$ cat src/core/rtc_cfg.svh
// Offsets, field positions, reset values and divider figures of the clock
`ifndef RTC_CFG_SVH
`define RTC_CFG_SVH

// ----------------------------------------------------------------------
// Register addresses
// ----------------------------------------------------------------------
`define RTC_A_ALM_BASE 5'h08
`define RTC_A_STATUS   5'h10
`define RTC_A_CMD      5'h11

// ----------------------------------------------------------------------
// Counter word indices
// ----------------------------------------------------------------------
`define RTC_IX_HUND 3'h0
`define RTC_IX_HOUR 3'h1
`define RTC_IX_MIN  3'h2
`define RTC_IX_SEC  3'h3
`define RTC_IX_MON  3'h4
`define RTC_IX_DATE 3'h5
`define RTC_IX_YEAR 3'h6
`define RTC_IX_DOW  3'h7

// ----------------------------------------------------------------------
// Command fields, alarm ignore bit, flag positions
// ----------------------------------------------------------------------
`define RTC_CMD_TEST 5
`define RTC_CMD_IEN  4
`define RTC_CMD_RUN  3
`define RTC_CMD_H24  2
`define RTC_ALM_IGN  7
`define RTC_FL_ALARM 0
`define RTC_FL_HUND  1
`define RTC_FL_TENTH 2
`define RTC_FL_SEC   3
`define RTC_FL_MIN   4
`define RTC_FL_HOUR  5
`define RTC_FL_DAY   6
`define RTC_FL_GLOB  7

// ----------------------------------------------------------------------
// Reset values and rates
// ----------------------------------------------------------------------
`define RTC_RST_CMD   6'h00
`define RTC_RST_MASK  7'h00
`define RTC_RST_FLAGS 8'h00
`define RTC_RST_WORD  8'h00
`define RTC_F_MID     4000
`define RTC_F_TICK    100
`define RTC_F_XT0     23'h00_8000
`define RTC_F_XT1     23'h10_0000
`define RTC_F_XT2     23'h20_0000
`define RTC_F_XT3     23'h40_0000

`endif

$ cat src/core/rtc_pkg.sv
// Types shared by the clock core and its helpers
package rtc_pkg;

  // Pins as they arrive, grouped for one synchroniser
  typedef struct packed {
    logic       xtal;
    logic       pwr_fail;
    logic       cs_n;
    logic       rd_n;
    logic       wr_n;
    logic [4:0] addr;
    logic [7:0] din;
  } rtc_pins_t;

  // Prescaler state
  typedef struct packed {
    logic        xtal_prev;
    logic [22:0] acc;
    logic [5:0]  cnt;
    logic        p4000;
    logic        p100;
  } rtc_pre_t;

  // Core state
  typedef struct packed {
    logic [7:0][7:0] tm;
    logic [7:0][7:0] alm;
    logic [5:0]      cmd;
    logic [6:0]      mask;
    logic [7:0]      flags;
    logic            irq;
    logic            acc_rd;
    logic            acc_wr;
    logic            rd_stat;
    logic            tick;
    logic [7:0]      dout;
  } rtc_state_t;

endpackage : rtc_pkg

$ cat src/core/rtc_sync.sv
// Two-stage synchroniser for a group of pins
`timescale 1ns/1ps
`default_nettype none

module rtc_sync #(
  parameter int          W   = 8,
  parameter logic [W-1:0] RST = '0
) (
  input  wire logic         mclk,
  input  wire logic         nrst,
  input  wire logic [W-1:0] d,
  output logic      [W-1:0] q
);

  logic [1:0][W-1:0] s_q;
  logic [1:0][W-1:0] s_d;

  if (W < 1)
  begin : g_bad_w
    $error("rtc_sync: width must be positive");
  end

  // First stage feeds only the second
  always_comb
  begin
    s_d = {s_q[0], d};
  end

  always_ff @(posedge mclk or negedge nrst)
  begin
    if (!nrst)
      s_q <= {RST, RST};
    else
      s_q <= s_d;
  end

  assign q = s_q[1];

endmodule : rtc_sync

`default_nettype wire

$ cat src/core/rtc_prescaler.sv
// Crystal divider: fractional step to 4000Hz, then whole divide to 100Hz
`timescale 1ns/1ps
`default_nettype none
`include "rtc_cfg.svh"

module rtc_prescaler
  import rtc_pkg::*;
#(
  parameter int RATIO = `RTC_F_MID / `RTC_F_TICK
) (
  input  wire logic       mclk,
  input  wire logic       nrst,
  input  wire logic       xtal,
  input  wire logic [1:0] fsel,
  input  wire logic       test,
  output logic            p4000,
  output logic            p100
);

  localparam logic [22:0] STEP = 23'(`RTC_F_MID);

  rtc_pre_t s_q;
  rtc_pre_t s_d;
  logic     xt_edge;
  logic [22:0] sum;

  if (RATIO < 2 || RATIO > 63)
  begin : g_bad_ratio
    $error("rtc_prescaler: ratio out of counter range");
  end

  // Crystal rate for the selected setting
  function automatic logic [22:0] xt_rate(input logic [1:0] sel);
    unique case (sel)
      2'b00: xt_rate = `RTC_F_XT0;
      2'b01: xt_rate = `RTC_F_XT1;
      2'b10: xt_rate = `RTC_F_XT2;
      2'b11: xt_rate = `RTC_F_XT3;
    endcase
  endfunction : xt_rate

  // Phase accumulator keeps the long-run rate exact; jitter is the cost
  always_comb
  begin
    s_d     = s_q;
    xt_edge = xtal && !s_q.xtal_prev;
    sum     = s_q.acc + STEP;
    s_d.xtal_prev = xtal;
    s_d.p4000 = 1'b0;
    s_d.p100  = 1'b0;
    if (xt_edge)
    begin
      if (sum >= xt_rate(fsel))
      begin
        s_d.acc   = sum - xt_rate(fsel);
        s_d.p4000 = 1'b1;
      end
      else
        s_d.acc = sum;
    end
    if (s_d.p4000)
    begin
      if (s_q.cnt == 6'(RATIO - 1))
      begin
        s_d.cnt  = 6'h00;
        s_d.p100 = 1'b1;
      end
      else
        s_d.cnt = s_q.cnt + 6'h01;
    end
    // Test mode drives the tick straight from the crystal
    if (test)
      s_d.p100 = xt_edge;
  end

  always_ff @(posedge mclk or negedge nrst)
  begin
    if (!nrst)
      s_q <= '0;
    else
      s_q <= s_d;
  end

  assign p4000 = s_q.p4000;
  assign p100  = s_q.p100;
endmodule : rtc_prescaler

`default_nettype wire

$ cat src/core/rtc_core.sv
// Real-time clock core: counters, alarm compare, flags, interrupt, bus
//
// How it works
// - Crystal divided to 4000Hz by selected ratio
// - 4000Hz divided to 100Hz tick clocking counters
// - Eight cascaded binary 8-bit time counters
// - Unused bits read zero, writes ignore them
// - 51 alarm bits, one word per counter
// - All compared words equal raises alarm event
// - Ignore flag drops a word from compare
// - Six periodic sources, hundredths up to day
// - Fractional division, error averages out per second
// - Periodic and alarm flags raised independently
// - Write-only mask: alarm, then six periodic
// - Flags set on event regardless of mask
// - Status read-only, cleared at read strobe end
// - Flags accumulate; host checks slowest first
// - Global flag set when interrupt output asserts
// - Interrupt needs enable bit and masked flag
// - Status read switches interrupt output off
// - Interrupts keep running on battery standby
// - Power fail disables bus buffers and accesses
// - Backup limits device to timekeeping, interrupts
// - Run bit gates tick to the counters
// - Write-only command: test, irq, run, 24h, crystal
// - Five-bit address map of counters and alarms
// - Alarm word bit 7 is its ignore flag
`timescale 1ns/1ps
`default_nettype none
`include "rtc_cfg.svh"

module rtc_core
  import rtc_pkg::*;
(
  input  wire logic       mclk,
  input  wire logic       nrst,
  input  wire logic       xtal_in,
  input  wire logic       pwr_fail,
  input  wire logic       cs_n,
  input  wire logic       rd_n,
  input  wire logic       wr_n,
  input  wire logic [4:0] addr,
  input  wire logic [7:0] data_in,
  output logic      [7:0] data_out,
  output logic            data_oe_n,
  output logic            irq_out,
  output logic            irq_oe_n
);

  // ----------------------------------------------------------------------
  // Pin synchronisation and tick generation
  // ----------------------------------------------------------------------
  localparam rtc_pins_t PIN_RST = '{xtal: 1'b0, pwr_fail: 1'b1,
                                    cs_n: 1'b1, rd_n: 1'b1, wr_n: 1'b1,
                                    addr: 5'h00, din: 8'h00};

  rtc_pins_t  pin_raw;
  rtc_pins_t  pin;
  rtc_state_t s_q;
  rtc_state_t s_d;
  logic       p100;
  logic       acc_ok;
  logic       rd_now;
  logic       wr_now;
  logic       wr_edge;
  logic       rd_end;
  logic       clear;
  logic       adv;
  logic       c;
  logic       match;
  logic [8:0] r;
  logic [7:0] ev;
  logic [7:0] nf;

  assign pin_raw = '{xtal: xtal_in, pwr_fail: pwr_fail, cs_n: cs_n,
                     rd_n: rd_n, wr_n: wr_n, addr: addr, din: data_in};

  // Strobes and power fail come from outside the clock domain
  rtc_sync #(
    .W   ($bits(rtc_pins_t)),
    .RST (PIN_RST)
  ) u_sync (
    .mclk (mclk),
    .nrst (nrst),
    .d    (pin_raw),
    .q    (pin)
  );

  rtc_prescaler u_pre (
    .mclk  (mclk),
    .nrst  (nrst),
    .xtal  (pin.xtal),
    .fsel  (s_q.cmd[1:0]),
    .test  (s_q.cmd[`RTC_CMD_TEST]),
    .p4000 (),
    .p100  (p100)
  );

  // ----------------------------------------------------------------------
  // Helper functions
  // ----------------------------------------------------------------------
  // Valid bits of a counter word; the hour keeps its PM bit
  function automatic logic [7:0] tmask(input logic [2:0] ix);
    unique case (ix)
      `RTC_IX_HUND: tmask = 8'h7F;
      `RTC_IX_HOUR: tmask = 8'h9F;
      `RTC_IX_MIN:  tmask = 8'h3F;
      `RTC_IX_SEC:  tmask = 8'h3F;
      `RTC_IX_MON:  tmask = 8'h0F;
      `RTC_IX_DATE: tmask = 8'h1F;
      `RTC_IX_YEAR: tmask = 8'h7F;
      `RTC_IX_DOW:  tmask = 8'h07;
    endcase
  endfunction : tmask

  // Alarm widths sum to 51 with the ignore bits
  function automatic logic [7:0] amask(input logic [2:0] ix);
    amask = (tmask(ix) & 8'h7F) | 8'h80;
    if (ix == `RTC_IX_HOUR)
      amask = 8'h9F;
  endfunction : amask

  // Step with wrap; carry out in the top bit
  function automatic logic [8:0] step(input logic [7:0] v,
                                      input logic [7:0] lo,
                                      input logic [7:0] hi);
    if (v >= hi)
      step = {1'b1, lo};
    else
      step = {1'b0, v + 8'h01};
  endfunction : step

  // Hour step in either format; carry at midnight
  function automatic logic [8:0] hour_step(input logic [7:0] v,
                                           input logic       h24);
    logic [4:0] h;
    logic       pm;
    h  = v[4:0];
    pm = v[7];
    if (h24)
      hour_step = step({3'b000, h}, 8'h00, 8'h17);
    else if (h == 5'h0B)
      hour_step = {pm, ~pm, 2'b00, 5'h0C};
    else if (h >= 5'h0C)
      hour_step = {1'b0, pm, 2'b00, 5'h01};
    else
      hour_step = {1'b0, pm, 2'b00, h + 5'h01};
  endfunction : hour_step

  // Month length, leap year every fourth year
  function automatic logic [7:0] dim(input logic [7:0] m,
                                     input logic [7:0] y);
    unique case (m)
      8'h02:   dim = (y[1:0] == 2'b00) ? 8'h1D : 8'h1C;
      8'h04, 8'h06, 8'h09, 8'h0B: dim = 8'h1E;
      default: dim = 8'h1F;
    endcase
  endfunction : dim

  // ----------------------------------------------------------------------
  // Alarm compare
  // ----------------------------------------------------------------------
  always_comb
  begin
    match = 1'b1;
    for (int i = 0; i < 8; i++)
    begin
      if (!s_q.alm[i][`RTC_ALM_IGN])
        if ((s_q.alm[i] & amask(3'(i)) & 8'h7F & tmask(3'(i))) !=
            (s_q.tm[i] & amask(3'(i)) & 8'h7F & tmask(3'(i))))
          match = 1'b0;
    end
  end

  // ----------------------------------------------------------------------
  // Next state: bus, counters, flags, interrupt
  // ----------------------------------------------------------------------
  always_comb
  begin
    s_d = s_q;
    r   = 9'h000;
    ev  = 8'h00;
    // Power fail shuts the bus; timekeeping carries on
    acc_ok  = !pin.cs_n && !pin.pwr_fail;
    rd_now  = acc_ok && !pin.rd_n;
    wr_now  = acc_ok && !pin.wr_n && pin.rd_n;
    wr_edge = wr_now && !s_q.acc_wr;
    rd_end  = s_q.acc_rd && !rd_now;
    clear   = rd_end && s_q.rd_stat;
    adv     = p100 && s_q.cmd[`RTC_CMD_RUN];
    c       = adv;
    s_d.acc_rd  = rd_now;
    s_d.acc_wr  = wr_now;
    s_d.rd_stat = rd_now && (s_q.rd_stat || pin.addr == `RTC_A_STATUS);
    s_d.tick    = adv;

    // Counter cascade, one carry per rollover
    if (c)
    begin
      r = step(s_q.tm[`RTC_IX_HUND], 8'h00, 8'h63);
      s_d.tm[`RTC_IX_HUND] = r[7:0];
      c = r[8];
      ev[`RTC_FL_HUND] = 1'b1;
      // Tenths land on every tenth hundredth, so spacing stays even
      ev[`RTC_FL_TENTH] = (s_q.tm[`RTC_IX_HUND] % 8'h0A) == 8'h09;
    end
    if (c)
    begin
      r = step(s_q.tm[`RTC_IX_SEC], 8'h00, 8'h3B);
      s_d.tm[`RTC_IX_SEC] = r[7:0];
      c = r[8];
      ev[`RTC_FL_SEC] = 1'b1;
    end
    if (c)
    begin
      r = step(s_q.tm[`RTC_IX_MIN], 8'h00, 8'h3B);
      s_d.tm[`RTC_IX_MIN] = r[7:0];
      c = r[8];
      ev[`RTC_FL_MIN] = 1'b1;
    end
    if (c)
    begin
      r = hour_step(s_q.tm[`RTC_IX_HOUR], s_q.cmd[`RTC_CMD_H24]);
      s_d.tm[`RTC_IX_HOUR] = r[7:0];
      c = r[8];
      ev[`RTC_FL_HOUR] = 1'b1;
    end
    if (c)
    begin
      r = step(s_q.tm[`RTC_IX_DOW], 8'h00, 8'h06);
      s_d.tm[`RTC_IX_DOW] = r[7:0];
      r = step(s_q.tm[`RTC_IX_DATE], 8'h01,
               dim(s_q.tm[`RTC_IX_MON], s_q.tm[`RTC_IX_YEAR]));
      s_d.tm[`RTC_IX_DATE] = r[7:0];
      c = r[8];
      ev[`RTC_FL_DAY] = 1'b1;
    end
    if (c)
    begin
      r = step(s_q.tm[`RTC_IX_MON], 8'h01, 8'h0C);
      s_d.tm[`RTC_IX_MON] = r[7:0];
      c = r[8];
    end
    if (c)
    begin
      r = step(s_q.tm[`RTC_IX_YEAR], 8'h00, 8'h63);
      s_d.tm[`RTC_IX_YEAR] = r[7:0];
    end

    // Alarm looks at the time one cycle after it moved
    ev[`RTC_FL_ALARM] = s_q.tick && match;

    // Register writes, once per strobe; a write beats a same-cycle tick
    if (wr_edge)
    begin
      if (pin.addr < `RTC_A_ALM_BASE)
        s_d.tm[pin.addr[2:0]] = pin.din & tmask(pin.addr[2:0]);
      else if (pin.addr < `RTC_A_STATUS)
        s_d.alm[pin.addr[2:0]] = pin.din & amask(pin.addr[2:0]);
      else if (pin.addr == `RTC_A_STATUS)
        s_d.mask = pin.din[6:0];
      else if (pin.addr == `RTC_A_CMD)
        s_d.cmd = pin.din[5:0];
    end

    // Sticky flags; a new event outranks the read clear
    nf = (clear ? 8'h00 : s_q.flags) | ev;
    s_d.irq = s_d.cmd[`RTC_CMD_IEN] && |(nf[6:0] & s_d.mask);
    if (s_d.irq)
      nf[`RTC_FL_GLOB] = 1'b1;
    s_d.flags = nf;

    // Read data follows the address while the strobe is held
    s_d.dout = 8'h00;
    if (rd_now)
    begin
      if (pin.addr < `RTC_A_ALM_BASE)
        s_d.dout = s_q.tm[pin.addr[2:0]];
      else if (pin.addr < `RTC_A_STATUS)
        s_d.dout = s_q.alm[pin.addr[2:0]];
      else if (pin.addr == `RTC_A_STATUS)
        s_d.dout = s_q.flags;
    end
  end

  always_ff @(posedge mclk or negedge nrst)
  begin
    if (!nrst)
    begin
      s_q       <= '0;
      s_q.tm    <= {8{`RTC_RST_WORD}};
      s_q.alm   <= {8{`RTC_RST_WORD}};
      s_q.cmd   <= `RTC_RST_CMD;
      s_q.mask  <= `RTC_RST_MASK;
      s_q.flags <= `RTC_RST_FLAGS;
    end
    else
      s_q <= s_d;
  end

  // Open-drain interrupt: pin only ever pulls low
  assign irq_out   = 1'b0;
  assign irq_oe_n  = !s_q.irq;
  assign data_out  = s_q.dout;
  assign data_oe_n = !s_q.acc_rd;
endmodule : rtc_core

`default_nettype wire

$ cat config.mk
export PLATFORM = sky130hd
export DESIGN_NAME = rtc_core
export DESIGN_NICKNAME = d
export VERILOG_FILES = /design/src/core/rtc_pkg.sv /design/src/core/rtc_sync.sv /design/src/core/rtc_prescaler.sv /design/src/core/rtc_core.sv
export VERILOG_INCLUDE_DIRS = /design/src /design/src/core
export SDC_FILE = /design/constraint.sdc
export NUM_CORES = 1
export LEC_CHECK = 0
export ABC_AREA = 1
export BUFFER_PORTS_ARGS = -buffer_cell sky130_fd_sc_hd__buf_2
export CAP_MARGIN = 0
export CORE_MARGIN = 1.5
export CORE_UTILIZATION = 35
export CTS_CLUSTER_DIAMETER = 40
export DETAILED_ROUTE_END_ITERATION = 6
export GPL_TIMING_DRIVEN = 0
export PLACE_DENSITY = 0.56
export SETUP_SLACK_MARGIN = 0.4
export SLEW_MARGIN = 25
export SYNTH_ARGS = -nofsm -noshare
export SYNTH_HDL_FRONTEND = slang
export SYNTH_SLANG_ARGS = --single-unit
$ cat constraint.sdc
create_clock -name mclk -period 5.8 [get_ports mclk]
set_input_delay 0.87 -clock mclk [delete_from_list [all_inputs] [get_ports mclk]]
set_output_delay 0.87 -clock mclk [all_outputs]
set_load 0.05 [all_outputs]
# Word level (Yosys, flattened, before mapping)
# Memories as Yosys holds them, arrays and structs flattened.
# Index checks and enable logic that the tools add are counted.
[op_classes]
magnitude_cmp = 14
div = 1
bitwise = 40
n_mux = 96
reduce_logical = 29
addsub = 12
eq_ne = 22
[op_table]
columns = ["op", "n"]
rows = [
  ["$mux W8", 32],
  ["$mux W141", 1],
  ["$and A7 B8 Y8", 16],
  ["$bwmux W64", 2],
  ["$mux W64", 2],
  ["$and A7 B7 Y7", 17],
  ["$mux W23", 4],
  ["$pmux W23 S4", 1],
  ["$mux W77", 1],
  ["$mux W9", 8],
  ["$ne A8 B8 Y1", 8],
  ["$add A8 B1 Y8 const B", 7],
  ["$bmux W8 S3", 2],
  ["$mux W1", 33],
  ["$demux W8 S3", 1],
  ["$eq A8 B4 Y1 const B", 3],
  ["$add A23 B12 Y23 const B", 1],
  ["$ge A23 B23 Y1", 1],
  ["$sub A23 B23 Y23", 1],
  ["$mux W6", 3],
  ["$and A8 B8 Y8", 2],
  ["$eq A8 B3 Y1 const B", 2],
  ["$ge A8 B6 Y1 const B", 2],
  ["$ge A8 B7 Y1 const B", 2],
  ["other kinds (35)", 62],
]
[totals]
input_bits = 20
memories = 2
ff_bits = 229
rom_bits = 80
[memory_table]
columns = ["name", "depth", "width", "rd", "rd_clocked_by_memory_dff", "wr", "line_no", "text"]
rows = [
  ["(name not given)", 8, 5, 1, 0, 0, "rtc_core.sv:104", "unique case (ix)"],
  ["(name not given)", 8, 5, 1, 0, 0, "rtc_core.sv:104", ""],
]

# Logic depth before layout (Yosys ltp)
# Gate-level depths: netlist of run 1.
[logic_depth]
ltp_word = 26
depth_mapped = 22
ltp_nobuf = 22

# By module
# Synthesis of run 1 repeated with hierarchy kept, for this count alone.
[unflattened]
cells_unflattened = 1472
hier_area_um2 = 12199.2
[modules_own_cells]
columns = ["mod", "cells_per_inst", "area_per_inst_um2", "n_inst"]
rows = [
  ["rtc_core", 1139, 9125.0, 1],
  ["rtc_prescaler", 297, 2163.3, 1],
  ["rtc_sync", 36, 910.9, 1],
]

# Least setup slack after synthesis of run 1
# No wires, ideal clock.
[synth_path]
path_kind = "register to register"
startpoint = "register u_pre.s_q[13] in the netlist's numbering"
endpoint = "register u_pre.s_q[25] in the netlist's numbering"
setup_ns = 0.117
path_slack_ns = 2.964
stages_incl_launch_ff = 21
arrival_time_ns = 2.719
path_buffers = 1
cell_sequence = "dfrtp_1 a21oi_1 nand2_2 nand2_2 nor2_2 inv_2 nor3_4 nand3_1 xor2_1 inv_1 ha_1 inv_1 nor2_1 inv_1 nor2_1 nand4_2 nand2_4 buf_6 nand3b_1 nand3_1 nand2_1"
[synth_between]
elab_chain_cells = 3
word_cells_on_any_way = 4
classes_between = "2 x add/sub; 1 x order compare; 1 x mux"
[synth_rtl]
columns = ["element", "line_no", "text"]
rows = [
  ["start, declared", "rtc_prescaler.sv:22", "rtc_pre_t s_q;"],
  ["start signal, assigned", "rtc_prescaler.sv:79", "s_q <= '0;"],
  ["start signal, assigned", "rtc_prescaler.sv:81", "s_q <= s_d;"],
  ["$add A23 B12 Y23 (*)", "rtc_prescaler.sv:47", "sum = s_q.acc + STEP;"],
  ["$sub A23 B23 Y23 or $ge A23 B23 Y1 (tied branches)", "rtc_prescaler.sv:55, rtc_prescaler.sv:53", ""],
  ["$mux W23 (*)", "rtc_prescaler.sv:53", "if (sum >= xt_rate(fsel))"],
]
# Every way passes the cells marked *; elsewhere a longest branch is shown, timed or not.
# A chain may end at the register's enable or synchronous reset.

==> impl_metrics.env, run 1 <==
export IMPL_synth_edf_count=0
export IMPL_gp_congestion=0.965
export IMPL_status="finished clean"
export IMPL_drt_pre_antenna_iters=7
export IMPL_p_sw_share_pct=30.1
export IMPL_ir_worst_vdd_mv=0.252
export IMPL_postSynthCellCount=1402
export IMPL_grt_met1_usage_pct=30.8
export IMPL_seq_area_frac_synth_pct=47.9
export IMPL_ys_warnings_count=0
export IMPL_cts_tree="built"
export IMPL_cp_buffers_inverters=4
export IMPL_hpwl_mm=26.4
export IMPL_p_int_mw=3.46
export IMPL_cts_resized=0
export IMPL_vias_per_cell=5.27
export IMPL_synthArstFlopShare_pct=100
export IMPL_num_vias=10200
export IMPL_final_fill_count=3286
export IMPL_pwr_share_seq_pct=37.0
export IMPL_grt_pass1_wl_mm=56.7
export IMPL_cts_htree_levels=2
export IMPL_cts_buffers=38
export IMPL_clock_sink_count=224
export IMPL_final_period_utilization_pct=55.7
export IMPL_track_usage_pct=21.8
export IMPL_ios=31
export IMPL_pwr_share_clk_pct=45.1
export IMPL_p_total_mw=4.95
export IMPL_place_ws_ns=2.57
export IMPL_arrival_ns=3.58
export IMPL_p_sw_mw=1.49
export IMPL_setup_violations=0
export IMPL_clk_path_buf_depth=3
export IMPL_cts_hold_buffers=0
export IMPL_cp_depth=9
export IMPL_drive_gt1_share_pct=10.2
export IMPL_fin_nets=1526
export IMPL_die_y_um=186
export IMPL_grt_busiest_layer="met2"
export IMPL_start_kind="register"
export IMPL_tightestPinTransition_ns=1.06
export IMPL_antenna_found_initial=0
export IMPL_cp_max_fo=10
export IMPL_grt_max_degree=90
export IMPL_synth_flop_cell="dfrtp_1"
export IMPL_grt_ovfl_total=0
export IMPL_clock_root_buffer="clkbuf_16"
export IMPL_avgSynthCellArea_um2=8.36
export IMPL_slew_viol_final=0
export IMPL_synth_cell_type_count=54
export IMPL_slowest_delay_ns=0.56
export IMPL_pwr_share_comb_pct=17.8
export IMPL_final_hold_viol_count=0
export IMPL_drt_wl_total_mm=36.2
export IMPL_slew_headroom_pct=29.1
export IMPL_clk_pin_slew_ns=0.05
export IMPL_syn2layout_area_growth_pct=17.4
export IMPL_synth_nets=1454
export IMPL_criticalPathCategory="reg -> reg"
export IMPL_dr_first_iter_drc_count=988
export IMPL_p_leak_nw=6.45
export IMPL_insertion_delay_ns=0.51
export IMPL_design_die_area_mm2=0.0346
export IMPL_cp_slowest_cell="clkinv_1"
export IMPL_netlist_area_mm2=0.0117
export IMPL_hold_path_class="in -> async"
export IMPL_max_freq_mhz=309
export IMPL_fp_dieW_um=186
export IMPL_cts_setup_buffers=0
export IMPL_grtUsageMet2_pct=32.7
export IMPL_diodes=0
export IMPL_r2r_cells=9
export IMPL_rsz0062_at_grt="false"
export IMPL_coreArea_mm2=0.0328
export IMPL_cp_required_ns=6.15
export IMPL_finalCriticalPeriod_ns=3.23
export IMPL_initial_core_util_pct=35.7
export IMPL_detail_route_antenna_nets=0
export IMPL_fin_skew_ns=0.0224
export IMPL_port_buffers=29
export IMPL_end_kind="register"
export IMPL_maxCapViolCount=0
export IMPL_ys_seq_elements=224
export IMPL_postLayoutSetupSlackWorst_ns=2.57
export IMPL_grt_pass1_vias=9804
export IMPL_crit_family="buffers and inverters"
export IMPL_wl_per_cell_um=18.6
export IMPL_crit_chain="nor2_2 -> clkinv_1 -> nor2_1 -> clkinv_1 -> nor2_1 -> inv_1 -> clkbuf_1 -> nand3_1 -> o21ai_0"
export IMPL_grt_use_met3_pct=4.01
export IMPL_fp_row_count=66
export IMPL_powerDensity_mw_per_mm2=360
export IMPL_remaining_drc_errors=0
export IMPL_final_util_pct=41.9
==> layout make-up <==
class	instances	area (um2)	area share, %
Clock inverter	18	216	1.57
Timing Repair Buffer	32	218	1.58
Inverter	186	699	5.09
Clock buffer	51	1040	7.57
Sequential cell	224	5620	40.8
Tap cell	442	553	4.02
Multi-Input combinational cell	949	5190	37.8
Buffer	43	215	1.57
==> path summary, 6_finish.rpt <==
kind / from / endpoint / slack, ns
worst min-delay path: nrst / u_pre.s_q[20]$_DFFE_PN0P_ / 0.26
worst min register to register: u_sync.s_d[21]$_DFF_PN0_ / u_sync.q[3]$_DFF_PN0_ / 0.35
worst max register to register: u_sync.q[12]$_DFF_PN0_ / s_q[111]$_DFF_PN0_ / 2.57
worst max-delay path: u_sync.q[12]$_DFF_PN0_ / s_q[111]$_DFF_PN0_ / 2.57
min in group mclk: u_sync.s_d[21]$_DFF_PN0_ / u_sync.q[3]$_DFF_PN0_ / 0.35
max in group asynchronous: nrst / s_q[123]$_DFF_PN0_ / 4.73
==> cell usage after synthesis, types with 3 or more instances <==
library cell    n  area [um2]
o21ai_0       169         846
or2_2           7        43.8
a31oi_1        11        68.8
dfrtp_1       216        5410
inv_2           6        22.5
nand2_1       288        1080
o31ai_1         4        30.0
a221oi_1        5        43.8
a211oi_1        3        22.5
nor4_1         13        81.3
o21bai_1        5        37.5
xor2_1         39         342
ha_1           32         400
a22oi_1         3        22.5
nand4_1        19         119
xnor2_1        17         149
buf_4          10        75.1
nor2_2          6        37.5
o41ai_1         9        78.8
o22ai_1        51         319
a21oi_1        46         230
nor3_1         26         130
inv_1         170         638
clkbuf_1       24        90.1
o211ai_1       11        82.6
nor2_1         85         319
dfstp_2         8         210
o221ai_1       12         105
nand3_1        51         255
buf_2           7        35.0
nand2_2         6        37.5
clkinv_1        9        33.8
nand3b_1        5        37.5
==> through the flow <==
stage | cells | hold WS [ns] | TNS (ns) | cell area, um2
2_1_floorplan | 1402 | 0.331 | 0 | 11700
3_3_place_gp | 1873 | 0.334 | -45.75 | 12400
3_5_place_dp | 1876 | 0.335 | 0 | 12500
4_1_cts | 1945 | 0.274 | 0 | 13700
5_1_grt | 1945 | 0.290 | 0 | 13800
6_report | 1945 | 0.265 | 0 | 13800
==> power by group through the flow <==
stage / sequential, mW / clock, mW / combinational (mW)
finish: 1.83 / 2.24 / 0.882
global route: 1.85 / 2.35 / 1.01
CTS: 1.83 / 2.27 / 0.885
detailed placement: 1.85 / 0 / 0.881
global placement: 1.85 / 0 / 0.868
floorplan: 1.81 / 0 / 0.670
==> worst register-to-register path, stage by stage (launching register included) <==
cell      delay (ns)
dfrtp_1         0.43
nor2_2          0.51
clkinv_1        0.56
nor2_1          0.29
clkinv_1        0.30
nor2_1          0.33
inv_1           0.17
clkbuf_1        0.25
nand3_1         0.13
o21ai_0         0.09
==> logic make-up (layout without fill, tap and decap cells) <==
group / after synthesis / after routing / synth area share [%]
compound gates: 342 / 342 / 17.1
xor+xnor: 57 / 57 / 4.42
fa+ha+maj: 32 / 32 / 3.42
buf+inv: 229 / 330 / 7.81
flops: 224 / 224 / 47.9
mux: 2 / 2 / 0.192
other cells: 1 / 1 / 0.0320
simple gates: 515 / 515 / 19.1
==> routing by layer <==
layer / routed length (um) / part of all wire, % / vias to the layer above
li1: - / - / 4872
met5: 0 / 0 / -
met1: 16600 / 46 / 4898
met2: 15500 / 43 / 397
met3: 2680 / 7.4 / 79
met4: 1380 / 3.8 / 0
==> cells in the final DEF, fill, tap and decap left out, drive strengths merged, types with 12 or more instances in the layout <==
cell,count
xnor2,17
o211ai,12
nand3,52
inv,179
buf,51
nor2,91
nand2,296
clkinv,21
a31oi,12
o22ai,51
nor3,27
o221ai,12
o21ai,170
dfrtp,216
ha,32
nand4,20
xor2,40
a21oi,46
nor4,13
clkbuf,75
No activity file was read; power rests on OpenSTA's default activity.
==> run 2, diff against run 1 <==
- clock period: 5.8 -> 3.4 ns (I/O delays scaled with it)
==> run 2 against run 1 <==
Effect of this change:
- utilization rose by 1.8 points
- via count up 1.4%
- clock-buffer cell count is the same
- critical path depth decreased by 1
- final area is 4.3% higher
==> impl_metrics.env, run 2 (same netlist as run 1, synthesis figures left out) <==
export IMPL_fin_area_mm2=0.0143
export IMPL_cts_htree_levels=2
export IMPL_gp_congestion=0.965
export IMPL_cp_required_ns=3.83
export IMPL_drt_pre_antenna_iters=7
export IMPL_tightestPinTransition_ns=0.963
export IMPL_ir_worst_vdd_mv=0.451
export IMPL_drive_gt1_share_pct=15.7
export IMPL_grt_ovfl_total=0
export IMPL_fp_row_count=66
export IMPL_hpwl_mm=26.4
export IMPL_end_kind="register"
export IMPL_syn2layout_area_growth_pct=22.4
export IMPL_slew_headroom_pct=34.9
export IMPL_clock_sink_count=224
export IMPL_fin_nets=1557
export IMPL_multi_input_area_mm2=0.00549
export IMPL_initial_core_util_pct=35.7
export IMPL_whs_ns=0.0905
export IMPL_track_usage_pct=21.9
export IMPL_insertion_delay_ns=0.52
export IMPL_place_area_mm2=0.0125
export IMPL_design_die_area_mm2=0.0346
export IMPL_seqCellArea_mm2=0.00562
export IMPL_hold_path_class="in -> reg"
export IMPL_fp_dieW_um=186
export IMPL_drt_wl_total_mm=36.9
export IMPL_finalCriticalPeriod_ns=3.01
export IMPL_clk_pin_slew_ns=0.05
export IMPL_coreArea_mm2=0.0328
export IMPL_wl_per_cell_um=18.7
export IMPL_arrival_ns=3.43
export IMPL_ios=31
export IMPL_final_period_utilization_pct=88.4
export IMPL_dr_first_iter_drc_count=933
export IMPL_clk_path_buf_depth=3
export IMPL_max_freq_mhz=333
export IMPL_detail_route_antenna_nets=0
export IMPL_powerDensity_mw_per_mm2=616
export IMPL_rsz0062_at_grt="true"
export IMPL_cts_buffers=38
export IMPL_layout_common_cells="nand2_1, dfrtp_1, inv_1, o21ai_0, nor2_1"
export IMPL_slew_viol_final=0
export IMPL_criticalPathCategory="reg -> reg"
export IMPL_vias_per_cell=5.26
export IMPL_tns_ns=0
export IMPL_clock_root_buffer="clkbuf_16"
export IMPL_antenna_found_initial=0
export IMPL_p_leak_nw=6.65
export IMPL_layout_commonest_cell="nand2_1"
export IMPL_grt_pass1_vias=9899
export IMPL_grt_pass1_wl_mm=57.3
export IMPL_die_y_um=186
export IMPL_grt_max_degree=90
export IMPL_final_hold_viol_count=0
export IMPL_final_fill_count=3211
export IMPL_setup_violations=0
export IMPL_cp_max_fo=10
export IMPL_start_kind="register"
export IMPL_diodes=0
export IMPL_fin_skew_ns=0.0247
export IMPL_remaining_drc_errors=0
export IMPL_maxCapViolCount=0
export IMPL_num_vias=10400
export IMPL_port_buffers=29
export IMPL_status="finished clean"
export IMPL_cts_tree="built"
==> run 2: metrics by stage <==
step / setup slack [ns] / power (mW) / utilization [%] / cells
floorplan: 0.564 / 4.23 / - / 1402
global placement: -2.27 / 4.64 / 37.9 / 1873
detailed placement: 0.174 / 4.67 / 38.1 / 1876
CTS: 0.382 / 8.58 / 42.3 / 1953
global route: 0.355 / 9.30 / 43.7 / 1976
finish: 0.394 / 8.84 / 43.7 / 1976
==> run 2: layout make-up <==
| class | instances | share of cell area (%) |
|---|---|---|
| Buffer | 43 | 1.53 |
| Clock buffer | 51 | 7.26 |
| Clock inverter | 18 | 1.51 |
| Inverter | 186 | 4.97 |
| Multi-Input combinational cell | 949 | 38.3 |
| Sequential cell | 224 | 39.2 |
| Tap cell | 442 | 3.86 |
| Timing Repair Buffer | 63 | 3.36 |
==> run 2: path summary, 6_finish.rpt <==
path	start	end	slack [ns]	cells past startpoint
worst max-delay path	u_sync.q[9]$_DFF_PN0_	data_out[5]$_DFF_PN0_	0.39	8
worst min-delay path	rd_n	u_sync.s_d[32]$_DFF_PN1_	0.09	1
max in group asynchronous	nrst	s_q[99]$_DFF_PN0_	2.07	3
worst min register to register	u_sync.s_d[21]$_DFF_PN0_	u_sync.q[3]$_DFF_PN0_	0.35	0
worst max register to register	u_sync.q[9]$_DFF_PN0_	data_out[5]$_DFF_PN0_	0.39	8
min in group asynchronous	nrst	u_pre.s_q[20]$_DFFE_PN0P_	0.50	2
==> run 2: what timing repair did <==
item                                    in CTS  in global routing
gates cloned                                 0                  1
endpoints found under the setup margin      61                 80
pin swaps                                    4                 25
setup buffers                                7                 22
resized for setup                           19                 75
hold buffers                                 1                  0
hold endpoints to repair                    45                  0
==> run 2: routing by layer <==
metal	wire length [um]	share of wire [%]	global-route usage, %	vias up
li1	-	-	-	4930
met1	17000	46	31.2	5009
met2	16000	43	33.1	365
met3	2490	6.7	3.62	83
met4	1410	3.8	8.13	0
met5	0	0	0	-
==> run 2: power breakdown <==
group	switching, mW	internal (mW)	total, mW
Clock	1.36	2.46	3.82
Combinational	1.11	0.771	1.88
Sequential	0.245	2.90	3.14
==> run 2: worst max-delay path, cell delays in order (launching register included) <==
cell	delay [ns]
dfrtp_1	0.43
inv_1	0.23
nor2_1	0.08
nand2_1	0.30
clkbuf_1	0.48
o22ai_1	0.16
o41ai_1	0.92
nand2_1	0.11
a21oi_1	0.19
